**src/verilog/sras_defs.vh**
```
// constants for the serial register access slave
// Notes on behaviour
// - master starts every frame: 15-bit address, direction bit, then whole bytes
// - chip select high: data pin released, serial clock ignored
// - command and write bits are sampled on serial clock rising edges
// - read data changes on falling edge if edge select 0, rising if 1
// - 3-wire after reset; 4-wire only when both mirrored mode bits written 1
// - 4-wire reads go out on miso, 3-wire reads on the shared data pin
// - chip select low for the whole frame; data pin starts as input
// - address bits first, msb first, then direction bit, 1 read 0 write
// - after sixteen command bits the addressed byte is loaded and shifted out
// - 3-wire read turns the shared data pin to output after the command
// - held read returns consecutive registers, one per eight clocks
// - one block read is at most 0xa7 bytes
// - each byte written to 0x01 to 0xa7, bar the id registers, is stored when its last bit arrives
// - multi-byte write steps the address after each payload byte
// - address ascend bit 1 increments, 0 decrements; default 1
// - bit order bit picks d7 or d0 first; default d7 first
// - both soft reset bits 1 reload 0x02 to 0xa7; bits self clear
// - in 3-wire mode miso stays low
`ifndef SRAS_DEFS_VH
`define SRAS_DEFS_VH

`define SRAS_ADDR_W      15
`define SRAS_CMD_LAST    4'hf
`define SRAS_BIT_LAST    4'h7
`define SRAS_BIT_ZERO    4'h0
`define SRAS_BIT_ONE     4'h1

`define SRAS_REG_CFG     15'h0000
`define SRAS_REG_TYPE    15'h0003
`define SRAS_REG_ID_LO   15'h0004
`define SRAS_REG_ID_HI   15'h0005
`define SRAS_REG_VER     15'h0006
`define SRAS_REG_MKR_LO  15'h000c
`define SRAS_REG_MKR_HI  15'h000d
`define SRAS_REG_FIRST   15'h0001
`define SRAS_REG_LAST    15'h00a7
`define SRAS_ADDR_STEP   15'h0001

`define SRAS_MEM_DEPTH   168
`define SRAS_SOFT_FIRST  2
`define SRAS_MEM_RST     8'h00
`define SRAS_READ_MAX    8'ha7
`define SRAS_BYTE_ONE    8'h01

`define SRAS_B_SRST      7
`define SRAS_B_LSB       6
`define SRAS_B_ASC       5
`define SRAS_B_SDO       4
`define SRAS_B_SDO_M     3
`define SRAS_B_ASC_M     2
`define SRAS_B_LSB_M     1
`define SRAS_B_SRST_M    0

`define SRAS_LSB_RST     1'b0
`define SRAS_ASC_RST     1'b1
`define SRAS_SDO_RST     1'b0

`endif

```
**src/verilog/sras_regmem.v**
```verilog
// byte register store for the serial register access slave
`timescale 1ns/10ps
`include "sras_defs.vh"

module sras_regmem
#(
   parameter DEPTH      = `SRAS_MEM_DEPTH,
   parameter SOFT_FIRST = `SRAS_SOFT_FIRST
)
(
   input  wire       i_clock,
   input  wire       i_rst,
   input  wire       i_soft_rst,
   input  wire       i_we,
   input  wire [7:0] i_waddr,
   input  wire [7:0] i_wdata,
   input  wire [7:0] i_raddr,
   output reg  [7:0] o_rdata
);

   reg     [7:0] mem_r [0:DEPTH-1];
   integer       i;

   // ======================================================
   // storage, reset and soft reload
   always @(posedge i_clock)
   begin
      if (i_rst)
      begin
         for (i = 0; i < DEPTH; i = i + 1)
            mem_r[i] <= `SRAS_MEM_RST;
      end
      else if (i_soft_rst)
      begin
         for (i = SOFT_FIRST; i < DEPTH; i = i + 1)
            mem_r[i] <= `SRAS_MEM_RST;
      end
      else if (i_we && (i_waddr < DEPTH))
         mem_r[i_waddr] <= i_wdata;
   end

   // ======================================================
   // registered read port
   always @(posedge i_clock)
   begin
      if (i_rst)
         o_rdata <= `SRAS_MEM_RST;
      else if (i_raddr < DEPTH)
         o_rdata <= mem_r[i_raddr];
      else
         o_rdata <= `SRAS_MEM_RST;
   end

endmodule // sras_regmem

```
**src/verilog/sras_top.v**
```verilog
// serial register access slave, 3-wire and 4-wire
`timescale 1ns/10ps
`include "sras_defs.vh"

module sras_top
#(
   parameter [7:0]  CHIP_TYPE = 8'h5a,    // arbitrary value
   parameter [15:0] CHIP_ID   = 16'h1234, // arbitrary value
   parameter [7:0]  CHIP_VER  = 8'h01,    // arbitrary value
   parameter [15:0] MAKER_ID  = 16'hbeef, // arbitrary value
   parameter [7:0]  READ_MAX  = `SRAS_READ_MAX
)
(
   input  wire i_clock,
   input  wire i_rst,
   input  wire i_sclk,
   input  wire i_chip_select_n,
   input  wire i_serial_data_io_in,
   input  wire i_read_edge_select,
   output wire o_serial_data_io_out,
   output reg  o_serial_data_io_oe,
   output wire o_miso,
   output reg  o_low_bit_first,
   output reg  o_addr_ascend,
   output reg  o_four_wire
);

   // ======================================================
   // input synchronisers
   reg  [2:0] sclk_q_r;
   reg  [1:0] cs_q_r;
   reg  [1:0] din_q_r;
   reg  [1:0] edge_q_r;

   always @(posedge i_clock)
   begin
      if (i_rst)
      begin
         sclk_q_r <= 3'h0;
         cs_q_r   <= 2'h3;
         din_q_r  <= 2'h0;
         edge_q_r <= 2'h0;
      end
      else
      begin
         sclk_q_r <= {sclk_q_r[1:0], i_sclk};
         cs_q_r   <= {cs_q_r[0], i_chip_select_n};
         din_q_r  <= {din_q_r[0], i_serial_data_io_in};
         edge_q_r <= {edge_q_r[0], i_read_edge_select};
      end
   end

   wire cs_n_s    = cs_q_r[1];
   wire din_s     = din_q_r[1];
   wire rd_edge_s = edge_q_r[1];
   wire sclk_rise = sclk_q_r[1] & ~sclk_q_r[2];
   wire sclk_fall = ~sclk_q_r[1] & sclk_q_r[2];

   // ======================================================
   // serial engine state
   reg  [3:0]               bit_cnt_r;
   reg                      cmd_done_r;
   reg                      is_read_r;
   reg  [14:0]              cmd_sr_r;
   reg  [`SRAS_ADDR_W-1:0]  addr_r;
   reg  [7:0]               in_sr_r;
   reg  [7:0]               out_sr_r;
   reg                      out_bit_r;
   reg                      fetch_r;
   reg  [7:0]               byte_cnt_r;
   reg                      over_r;
   reg                      srst_r;

   wire [7:0] mem_rdata;
   reg  [7:0] rd_byte;

   // ======================================================
   // decode helpers
   wire byte_end  = (bit_cnt_r == `SRAS_BIT_LAST);
   wire cmd_end   = (bit_cnt_r == `SRAS_CMD_LAST);
   wire data_rise = sclk_rise & cmd_done_r;
   wire wr_commit = data_rise & ~is_read_r & byte_end;

   wire [7:0] wbyte = o_low_bit_first ? {din_s, in_sr_r[7:1]}
                                      : {in_sr_r[6:0], din_s};

   wire id_hit = (addr_r == `SRAS_REG_TYPE)  | (addr_r == `SRAS_REG_ID_LO) |
                 (addr_r == `SRAS_REG_ID_HI) | (addr_r == `SRAS_REG_VER)   |
                 (addr_r == `SRAS_REG_MKR_LO) | (addr_r == `SRAS_REG_MKR_HI);

   wire in_store = (addr_r >= `SRAS_REG_FIRST) & (addr_r <= `SRAS_REG_LAST);
   wire mem_we   = wr_commit & in_store & ~id_hit;
   wire cfg_we   = wr_commit & (addr_r == `SRAS_REG_CFG);

   wire [`SRAS_ADDR_W-1:0] addr_step = o_addr_ascend ? addr_r + `SRAS_ADDR_STEP
                                                     : addr_r - `SRAS_ADDR_STEP;

   // store read address runs one byte ahead so a fetch needs no extra cycle
   wire [7:0] raddr = !cmd_done_r ? cmd_sr_r[7:0] : (is_read_r ? addr_step[7:0] : addr_r[7:0]);

   wire first_bit = o_low_bit_first ? rd_byte[0] : rd_byte[7];
   wire [7:0] rd_rest = o_low_bit_first ? {1'b0, rd_byte[7:1]}
                                        : {rd_byte[6:0], 1'b0};
   wire sr_bit = o_low_bit_first ? out_sr_r[0] : out_sr_r[7];
   wire [7:0] sr_rest = o_low_bit_first ? {1'b0, out_sr_r[7:1]}
                                        : {out_sr_r[6:0], 1'b0};

   // ======================================================
   // read data selection
   always @*
   begin
      rd_byte = `SRAS_MEM_RST;
      if (!over_r)
      begin
         case (addr_r)
            `SRAS_REG_CFG:
               rd_byte = {1'b0, o_low_bit_first, o_addr_ascend, o_four_wire,
                          o_four_wire, o_addr_ascend, o_low_bit_first, 1'b0};
            `SRAS_REG_TYPE:   rd_byte = CHIP_TYPE;
            `SRAS_REG_ID_LO:  rd_byte = CHIP_ID[7:0];
            `SRAS_REG_ID_HI:  rd_byte = CHIP_ID[15:8];
            `SRAS_REG_VER:    rd_byte = CHIP_VER;
            `SRAS_REG_MKR_LO: rd_byte = MAKER_ID[7:0];
            `SRAS_REG_MKR_HI: rd_byte = MAKER_ID[15:8];
            default:
            begin
               if (in_store)
                  rd_byte = mem_rdata;
               else
                  rd_byte = `SRAS_MEM_RST;
            end
         endcase
      end
   end

   // ======================================================
   // frame engine
   always @(posedge i_clock)
   begin
      if (i_rst)
      begin
         bit_cnt_r           <= `SRAS_BIT_ZERO;
         cmd_done_r          <= 1'b0;
         is_read_r           <= 1'b0;
         cmd_sr_r            <= 15'h0000;
         addr_r              <= `SRAS_REG_CFG;
         in_sr_r             <= `SRAS_MEM_RST;
         out_sr_r            <= `SRAS_MEM_RST;
         out_bit_r           <= 1'b0;
         fetch_r             <= 1'b0;
         byte_cnt_r          <= `SRAS_MEM_RST;
         over_r              <= 1'b0;
         o_serial_data_io_oe <= 1'b0;
      end
      else if (cs_n_s)
      begin
         bit_cnt_r           <= `SRAS_BIT_ZERO;
         cmd_done_r          <= 1'b0;
         is_read_r           <= 1'b0;
         fetch_r             <= 1'b0;
         byte_cnt_r          <= `SRAS_MEM_RST;
         over_r              <= 1'b0;
         out_bit_r           <= 1'b0;
         o_serial_data_io_oe <= 1'b0;
      end
      else
      begin
         fetch_r <= 1'b0;
         if (fetch_r)
         begin
            if (rd_edge_s)
            begin
               out_bit_r <= first_bit;
               out_sr_r  <= rd_rest;
            end
            else
               out_sr_r <= rd_byte;
         end
         if (sclk_rise && !cmd_done_r)
         begin
            cmd_sr_r  <= {cmd_sr_r[13:0], din_s};
            bit_cnt_r <= bit_cnt_r + `SRAS_BIT_ONE;
            if (cmd_end)
            begin
               cmd_done_r <= 1'b1;
               bit_cnt_r  <= `SRAS_BIT_ZERO;
               addr_r     <= cmd_sr_r;
               is_read_r  <= din_s;
               if (din_s)
               begin
                  fetch_r             <= 1'b1;
                  byte_cnt_r          <= `SRAS_BYTE_ONE;
                  o_serial_data_io_oe <= ~o_four_wire;
               end
            end
         end
         else if (data_rise)
         begin
            bit_cnt_r <= byte_end ? `SRAS_BIT_ZERO : bit_cnt_r + `SRAS_BIT_ONE;
            if (is_read_r)
            begin
               if (rd_edge_s && !byte_end)
               begin
                  out_bit_r <= sr_bit;
                  out_sr_r  <= sr_rest;
               end
               if (byte_end)
               begin
                  fetch_r <= 1'b1;
                  if (byte_cnt_r < READ_MAX)
                  begin
                     addr_r     <= addr_step;
                     byte_cnt_r <= byte_cnt_r + `SRAS_BYTE_ONE;
                  end
                  else
                     over_r <= 1'b1;
               end
            end
            else
            begin
               in_sr_r <= wbyte;
               if (byte_end)
                  addr_r <= addr_step;
            end
         end
         if (sclk_fall && cmd_done_r && is_read_r && !rd_edge_s)
         begin
            out_bit_r <= sr_bit;
            out_sr_r  <= sr_rest;
         end
      end
   end

   // ======================================================
   // configuration byte with mirrored fields
   always @(posedge i_clock)
   begin
      if (i_rst)
      begin
         o_low_bit_first <= `SRAS_LSB_RST;
         o_addr_ascend   <= `SRAS_ASC_RST;
         o_four_wire     <= `SRAS_SDO_RST;
         srst_r          <= 1'b0;
      end
      else
      begin
         srst_r <= cfg_we & wbyte[`SRAS_B_SRST] & wbyte[`SRAS_B_SRST_M];
         if (cfg_we)
         begin
            if (wbyte[`SRAS_B_LSB] == wbyte[`SRAS_B_LSB_M])
               o_low_bit_first <= wbyte[`SRAS_B_LSB];
            if (wbyte[`SRAS_B_ASC] == wbyte[`SRAS_B_ASC_M])
               o_addr_ascend <= wbyte[`SRAS_B_ASC];
            if (wbyte[`SRAS_B_SDO] == wbyte[`SRAS_B_SDO_M])
               o_four_wire <= wbyte[`SRAS_B_SDO];
         end
      end
   end

   // ======================================================
   // output pins
   assign o_serial_data_io_out = out_bit_r;

   // gate of flops only, so the read bit reaches miso with no extra cycle
   assign o_miso = o_four_wire & cmd_done_r & is_read_r & out_bit_r;

   // ======================================================
   // register store
   sras_regmem
   #(
      .DEPTH      (`SRAS_MEM_DEPTH),
      .SOFT_FIRST (`SRAS_SOFT_FIRST)
   )
   u_mem
   (
      .i_clock    (i_clock),
      .i_rst      (i_rst),
      .i_soft_rst (srst_r),
      .i_we       (mem_we),
      .i_waddr    (addr_r[7:0]),
      .i_wdata    (wbyte),
      .i_raddr    (raddr),
      .o_rdata    (mem_rdata)
   );

endmodule // sras_top

```
**config.mk**
```make
export PLATFORM = sky130hd
export DESIGN_NAME = sras_top
export DESIGN_NICKNAME = d
export VERILOG_FILES = /design/src/verilog/sras_regmem.v /design/src/verilog/sras_top.v
export VERILOG_INCLUDE_DIRS = /design/src /design/src/verilog
export SDC_FILE = /design/constraint.sdc
export NUM_CORES = 2
export LEC_CHECK = 0
export ABC_AREA = 1
export BUFFER_PORTS_ARGS = -buffer_cell sky130_fd_sc_hd__buf_2
export CORE_MARGIN = 2
export CORE_UTILIZATION = 30
export CTS_CLUSTER_DIAMETER = 80
export DETAILED_ROUTE_END_ITERATION = 16
export PLACE_DENSITY = 0.51
export REMOVE_ABC_BUFFERS = 1
export SYNTH_ARGS = -nofsm -noshare
export SYNTH_HDL_FRONTEND = slang
export SYNTH_HIERARCHICAL = 1
export SYNTH_SLANG_ARGS = --single-unit
```
**constraint.sdc**
```tcl
create_clock -name i_clock -period 7.8 [get_ports i_clock]
set_clock_uncertainty 0.1 [all_clocks]
set_input_delay 0.78 -clock i_clock [delete_from_list [all_inputs] [get_ports i_clock]]
set_output_delay 0.78 -clock i_clock [all_outputs]
set_load 0.05 [all_outputs]
```
**Yosys cells after proc, flatten, opt, wreduce, memory -nomap -nowiden**

Memory sizes are Yosys's and may differ from the RTL's. A register that Yosys moved wholly into a read port is not among the register bits.
Cells that the tools add are included.

- Register bits: 77
- Input bits: 6
- Logic and storage cells: 492
- RAM bits: 1344
- Memories: 1

- Order comparisons: 5
- Add/sub/neg operators: 4
- Mux-type cells: 227
- Equal/unequal tests: 14
- Bitwise operators: 194
- Reduce and logical (&&, ||, !) cells: 27

Memory list:

| name | depth | width | rd ports | clocked after Yosys merged registers in | write ports | RTL line | text |
|---|---|---|---|---|---|---|---|
| u_mem.mem_r | 168 | 8 | 1 | 1 | 168 | sras_regmem.v:21 | `reg [7:0] mem_r [0:DEPTH-1];` |

Operators by type and width:

| kind | count |
|---|---|
| 8-bit 2-to-1 mux | 189 |
| 1-bit bitwise OR | 171 |
| 15-bit 2-to-1 mux | 8 |
| 8-bit case mux with 7 select lines | 1 |
| 15-bit by 3-bit equality test with 1-bit output (second input constant) | 3 |
| 15-bit by 4-bit equality test with 1-bit output (second input constant) | 2 |
| 1-bit 2-to-1 mux | 25 |
| 8-bit less-than comparator (second input constant) | 3 |
| 4-bit 2-to-1 mux | 4 |
| 15-bit by 1-bit adder with 15-bit output (second input constant) | 1 |
| 15-bit by 2-bit equality test with 1-bit output (second input constant) | 1 |
| 15-bit by 1-bit greater-or-equal comparator with 1-bit output (second input constant) | 1 |
| 15-bit by 8-bit less-or-equal comparator with 1-bit output (second input constant) | 1 |
| 15-bit logical NOT | 1 |
| 15-bit by 1-bit subtractor with 15-bit output (second input constant) | 1 |
| 1-bit AND | 14 |
| 2-bit AND reduction | 5 |
| 5-bit AND reduction | 2 |
| 1-bit NOT | 9 |
| 8-bit by 1-bit adder with 8-bit output (second input constant) | 1 |
| 2-bit nonzero test | 4 |
| 8-bit OR reduction | 1 |
| 1-bit logical AND | 6 |
| 6-bit AND reduction | 1 |
| other kinds (10) | 16 |

**Longest topological paths before layout**

- Depth after elaboration: 15
- Depth in mapped cells: 24
- Gate-level depth less buffers: 21

**Hierarchy**

Netlist, hierarchy kept.

By module, submodules not included:

| module | instances | cells each | area an instance (µm²) |
|---|---|---|---|
| sras_regmem | 1 | 9340 | 91838.1 |
| sras_top | 1 | 735 | 4839.6 |

**Worst setup path after synthesis**

No wires, ideal clock.

- Path kind: register to register
- From: register o_low_bit_first
- To: memory u_mem.mem_r[71][2] (data pin)
- Stages on the path, launching flop included: 8
- Buffers on the path: 4
- Setup slack: 1.400 ns
- Arrival time: 6.156 ns
- Cells stage by stage: dfxtp_1 clkbuf_1 clkbuf_1 o21ai_0 clkinv_1 clkbuf_1 clkbuf_1 nor2_1

RTL lines:

| element | RTL line | text |
|---|---|---|
| start, declared | sras_top.v:23 | `output reg o_low_bit_first,` |
| start signal, assigned | sras_top.v:240 | `` o_low_bit_first <= `SRAS_LSB_RST; `` |
| start signal, assigned | sras_top.v:251 | `` o_low_bit_first <= wbyte[`SRAS_B_LSB]; `` |
| end, declared | sras_regmem.v:21 |  |

==> impl_metrics.py <==
metrics = {
    "hold_path": {
        "holdPathStages": 3,
        "min_path_type": "in2reg",
        "hold_start": "i_sclk",
    },
    "cts": {
        "htreeDepth": 4,
        "cts_sinks": 2133,
        "cts_buffers": 231,
        "path_clk_slew_ns": 0.07,
        "clkLatencyLatePin_ns": 0.90,
        "cts_resized": 0,
        "cts_root_buf": "clkbuf_16",
        "hold_buffers": 0,
        "cts.path.max_buffers": 3,
        "postCtsSetupRepairBufs": 0,
        "cts_tree": "built",
    },
    "cells_and_area": {
        "stdcell_area_mm2": 0.110,
        "layout_commonest_cell": "nand2_1",
        "final_cell_mix": "nand2_1 (3107), edfxtp_1 (2048), nor2_1 (1800)",
        "instances_no_fill": 15000,
        "area_delta_synth_final_pct": 14.0,
        "drive_gt1_frac": 0.0525,
        "final_nets": 10500,
        "fillers": 33000,
    },
    "synthesis": {
        "synthMuxAreaShare": 0.000104,
        "synth_top_family_by_area": "simple AND/OR/NAND/NOR gates",
        "avgSynthCellArea_um2": 9.60,
        "ys_seq_area_frac": 0.654,
        "synth_compound_area_frac": 0.0227,
        "synth.top_cells.by_area": "edfxtp_1 (64%), nand2_1 (12%), nor2_1 (7.0%)",
        "synth_cell_types": 54,
        "synth_top_area_frac": 0.636,
        "synth-simple-area-share": 0.269,
        "synthAdderAreaFrac": 0.000906,
        "syn_inst": 10100,
        "synth-xor-area-share": 0.00163,
        "synth-edff-count": 2048,
        "yosysWarnings": 6,
        "synthArstFlopShare": 0,
        "synthFlopType": "edfxtp_1",
        "ys_seq_elements": 2133,
        "synth_area_mm2": 0.0967,
        "synth_area_leader_cell": "edfxtp_1",
    },
    "critical_path": {
        "reg2reg_depth": 15,
        "endpoint_kind": "flop",
        "start_kind": "flop",
        "startpoint": "addr_r[3]",
        "path_common_cell": "nand2_1",
        "crit_path_max_incr_delay_ns": 1.07,
        "path_cells": "inv_1 -> nand3_1 -> nor2_1 -> nand2_1 -> nand2_1 -> a41oi_1 -> o311ai_0 -> nor2_1 -> o211ai_1 -> nor2_1 -> nand2_1 -> nor4_2 -> buf_4 -> nand2_1 -> nand2_1",
        "required_ns": 8.21,
        "slowest_stage": "nor4_2",
        "cp_max_fo": 18,
        "cp.arrival_ns": 6.08,
        "crit_type": "reg2reg",
        "reg2reg_from": "addr_r[3]",
    },
    "floorplan": {
        "start_util": 0.301,
        "die_area_mm2": 0.327,
        "core-area_mm2": 0.321,
        "pin_count": 12,
        "fp.dieH_um": 572,
        "die_x_um": 572,
        "num_rows": 208,
    },
    "global_routing": {
        "grt_pass1_wl_um": 433000,
        "met2_usage": 0.285,
        "met3_usage": 0.0277,
        "grt_max_degree": 210,
        "grtUsageTotal": 0.173,
        "grt_util_met1": 0.233,
        "grt_pass1_vias": 69700,
        "overflow": 0,
        "antenna_found_initial": 12,
        "grt_most_used_layer": "met2",
    },
    "power": {
        "power_switching_mw": 5.46,
        "p_int_mw": 19.3,
        "power_mw": 24.7,
        "netSwitchingFraction": 0.221,
        "p_comb_frac": 0.036,
        "pwr-share-seq": 0.532,
        "leakagePower_nw": 41.7,
        "max-vdd-ir-drop_v": 0.000244,
        "p_per_area_mw_per_mm2": 224,
        "pwr-share-clk": 0.432,
    },
    "timing": {
        "relSlewSlack": 0.103,
        "period_needed_ns": 5.67,
        "setup_viol": 0,
        "final-hold-violation-count": 0,
        "rsz0062_at_grt": "no",
        "fmax_mhz": 176,
        "tightest_slew_ns": 1.33,
        "drv_slew": 0,
        "fin_crit_sh": 0.727,
    },
    "placed_design": {
        "place_area_mm2": 0.103,
        "dp.cells": 14500,
        "hpwl_um": 163000,
        "gp_congestion": 0.861,
        "portBuffers": 11,
    },
    "detailed_routing": {
        "drc": 0,
        "vias": 71400,
        "first_pass_iters": 5,
        "viasPerCell": 4.77,
        "ant_nets": 0,
        "routed_wl_um": 287000,
        "drtIter0Drc": 6840,
        "routedWlPerCell_um": 19.2,
    },
    "outcome": {
        "status": "completed",
    },
    "flow_run": {
        "drv_cap": 0,
    },
}
==> cell usage after synthesis, drive strengths merged, types with 3 or more instances <==
cell type and instances:
ha 7, o211ai 40, dfxtp 85, nand2 3159
nand3 1306, edfxtp 2048, nand4 38, xnor2 4
xor2 14, a31oi 4, a211oi 5, o21ai 250
a21oi 97, nor3 17, clkbuf 311, or2 3
buf 345, nor2 1833, nor4 5, inv 474
clkinv 13
==> logic make-up (layout without fill, tap and decap cells) <==
group,count (synthesis),after routing
adder cells (fa/ha/maj),7,7
AO/OA/AOI/OAI,407,407
other,1,705
flip-flops,2133,2133
multiplexers,1,1
AND/OR/NAND/NOR,6365,6365
XOR/XNOR,18,18
buffers and inverters,1143,1019
==> critical path, delay by kind of cell, from the launching register on <==
| family | cells | cell delay (ns) |
|---|---|---|
| compound gates | 3 | 0.47 |
| buf+inv | 2 | 0.85 |
| flops | 1 | 0.80 |
| simple gates | 10 | 3.02 |
==> power groups by stage <==
stage	logic (mW)	registers, mW	clock network [mW]
6_report	0.900	13.2	10.7
5_1_grt	1.02	13.2	11.4
4_1_cts	0.892	13.2	10.9
2_1_floorplan	0.827	13.3	0
3_3_place_gp	0.884	13.4	0
3_5_place_dp	0.888	13.4	0
==> registers in the layout, summed over array words and instances, names as in the netlist, 2 cells and up <==
register,cells
u_mem/mem_r,2048
addr_r,15
cmd_sr_r,15
byte_cnt_r,8
in_sr_r,8
out_sr_r,8
u_mem/o_rdata,8
bit_cnt_r,4
sclk_q_r,3
cs_q_r,2
din_q_r,2
edge_q_r,2
==> per-stage QoR <==
stage	TNS (ns)	hold WS, ns	setup WS [ns]	utilization
global placement	0	0.298	2.35	0.321
finish	0	0.158	2.13	0.343
global route	0	0.114	1.93	0.343
CTS	0	0.0885	2.20	0.343
detailed placement	0	0.296	2.24	0.321
floorplan	-2935.15	0.288	-126.43	-
==> area by class of cell <==
type	count	area, um^2	share of cell area
Multi-Input combinational cell	7502	31300	0.284
Tap cell	4305	5390	0.0489
Sequential cell	2133	63200	0.574
Antenna cell	1	2.50	0.0000227
Timing Repair Buffer	109	1000	0.00911
Clock buffer	302	6230	0.0565
Clock inverter	121	1100	0.00998
Inverter	487	1910	0.0174
==> path summary, 6_finish.rpt <==
kind	endpoint	slack, ns
worst max register to register	u_mem/mem_r[160][4]	2.13
worst max-delay path	u_mem/mem_r[160][4]	2.13
worst min register to register	cs_q_r[1]	0.31
worst min-delay path	sclk_q_r[0]	0.16
==> metal layers <==
layer,part of all wire,vias up,routed length [um]
li1,-,33500,-
met1,0.43,35200,125000
met2,0.47,2257,135000
met3,0.067,409,19200
met4,0.028,0,7990
met5,0,-,0
(Power assumes the default switching activity.)
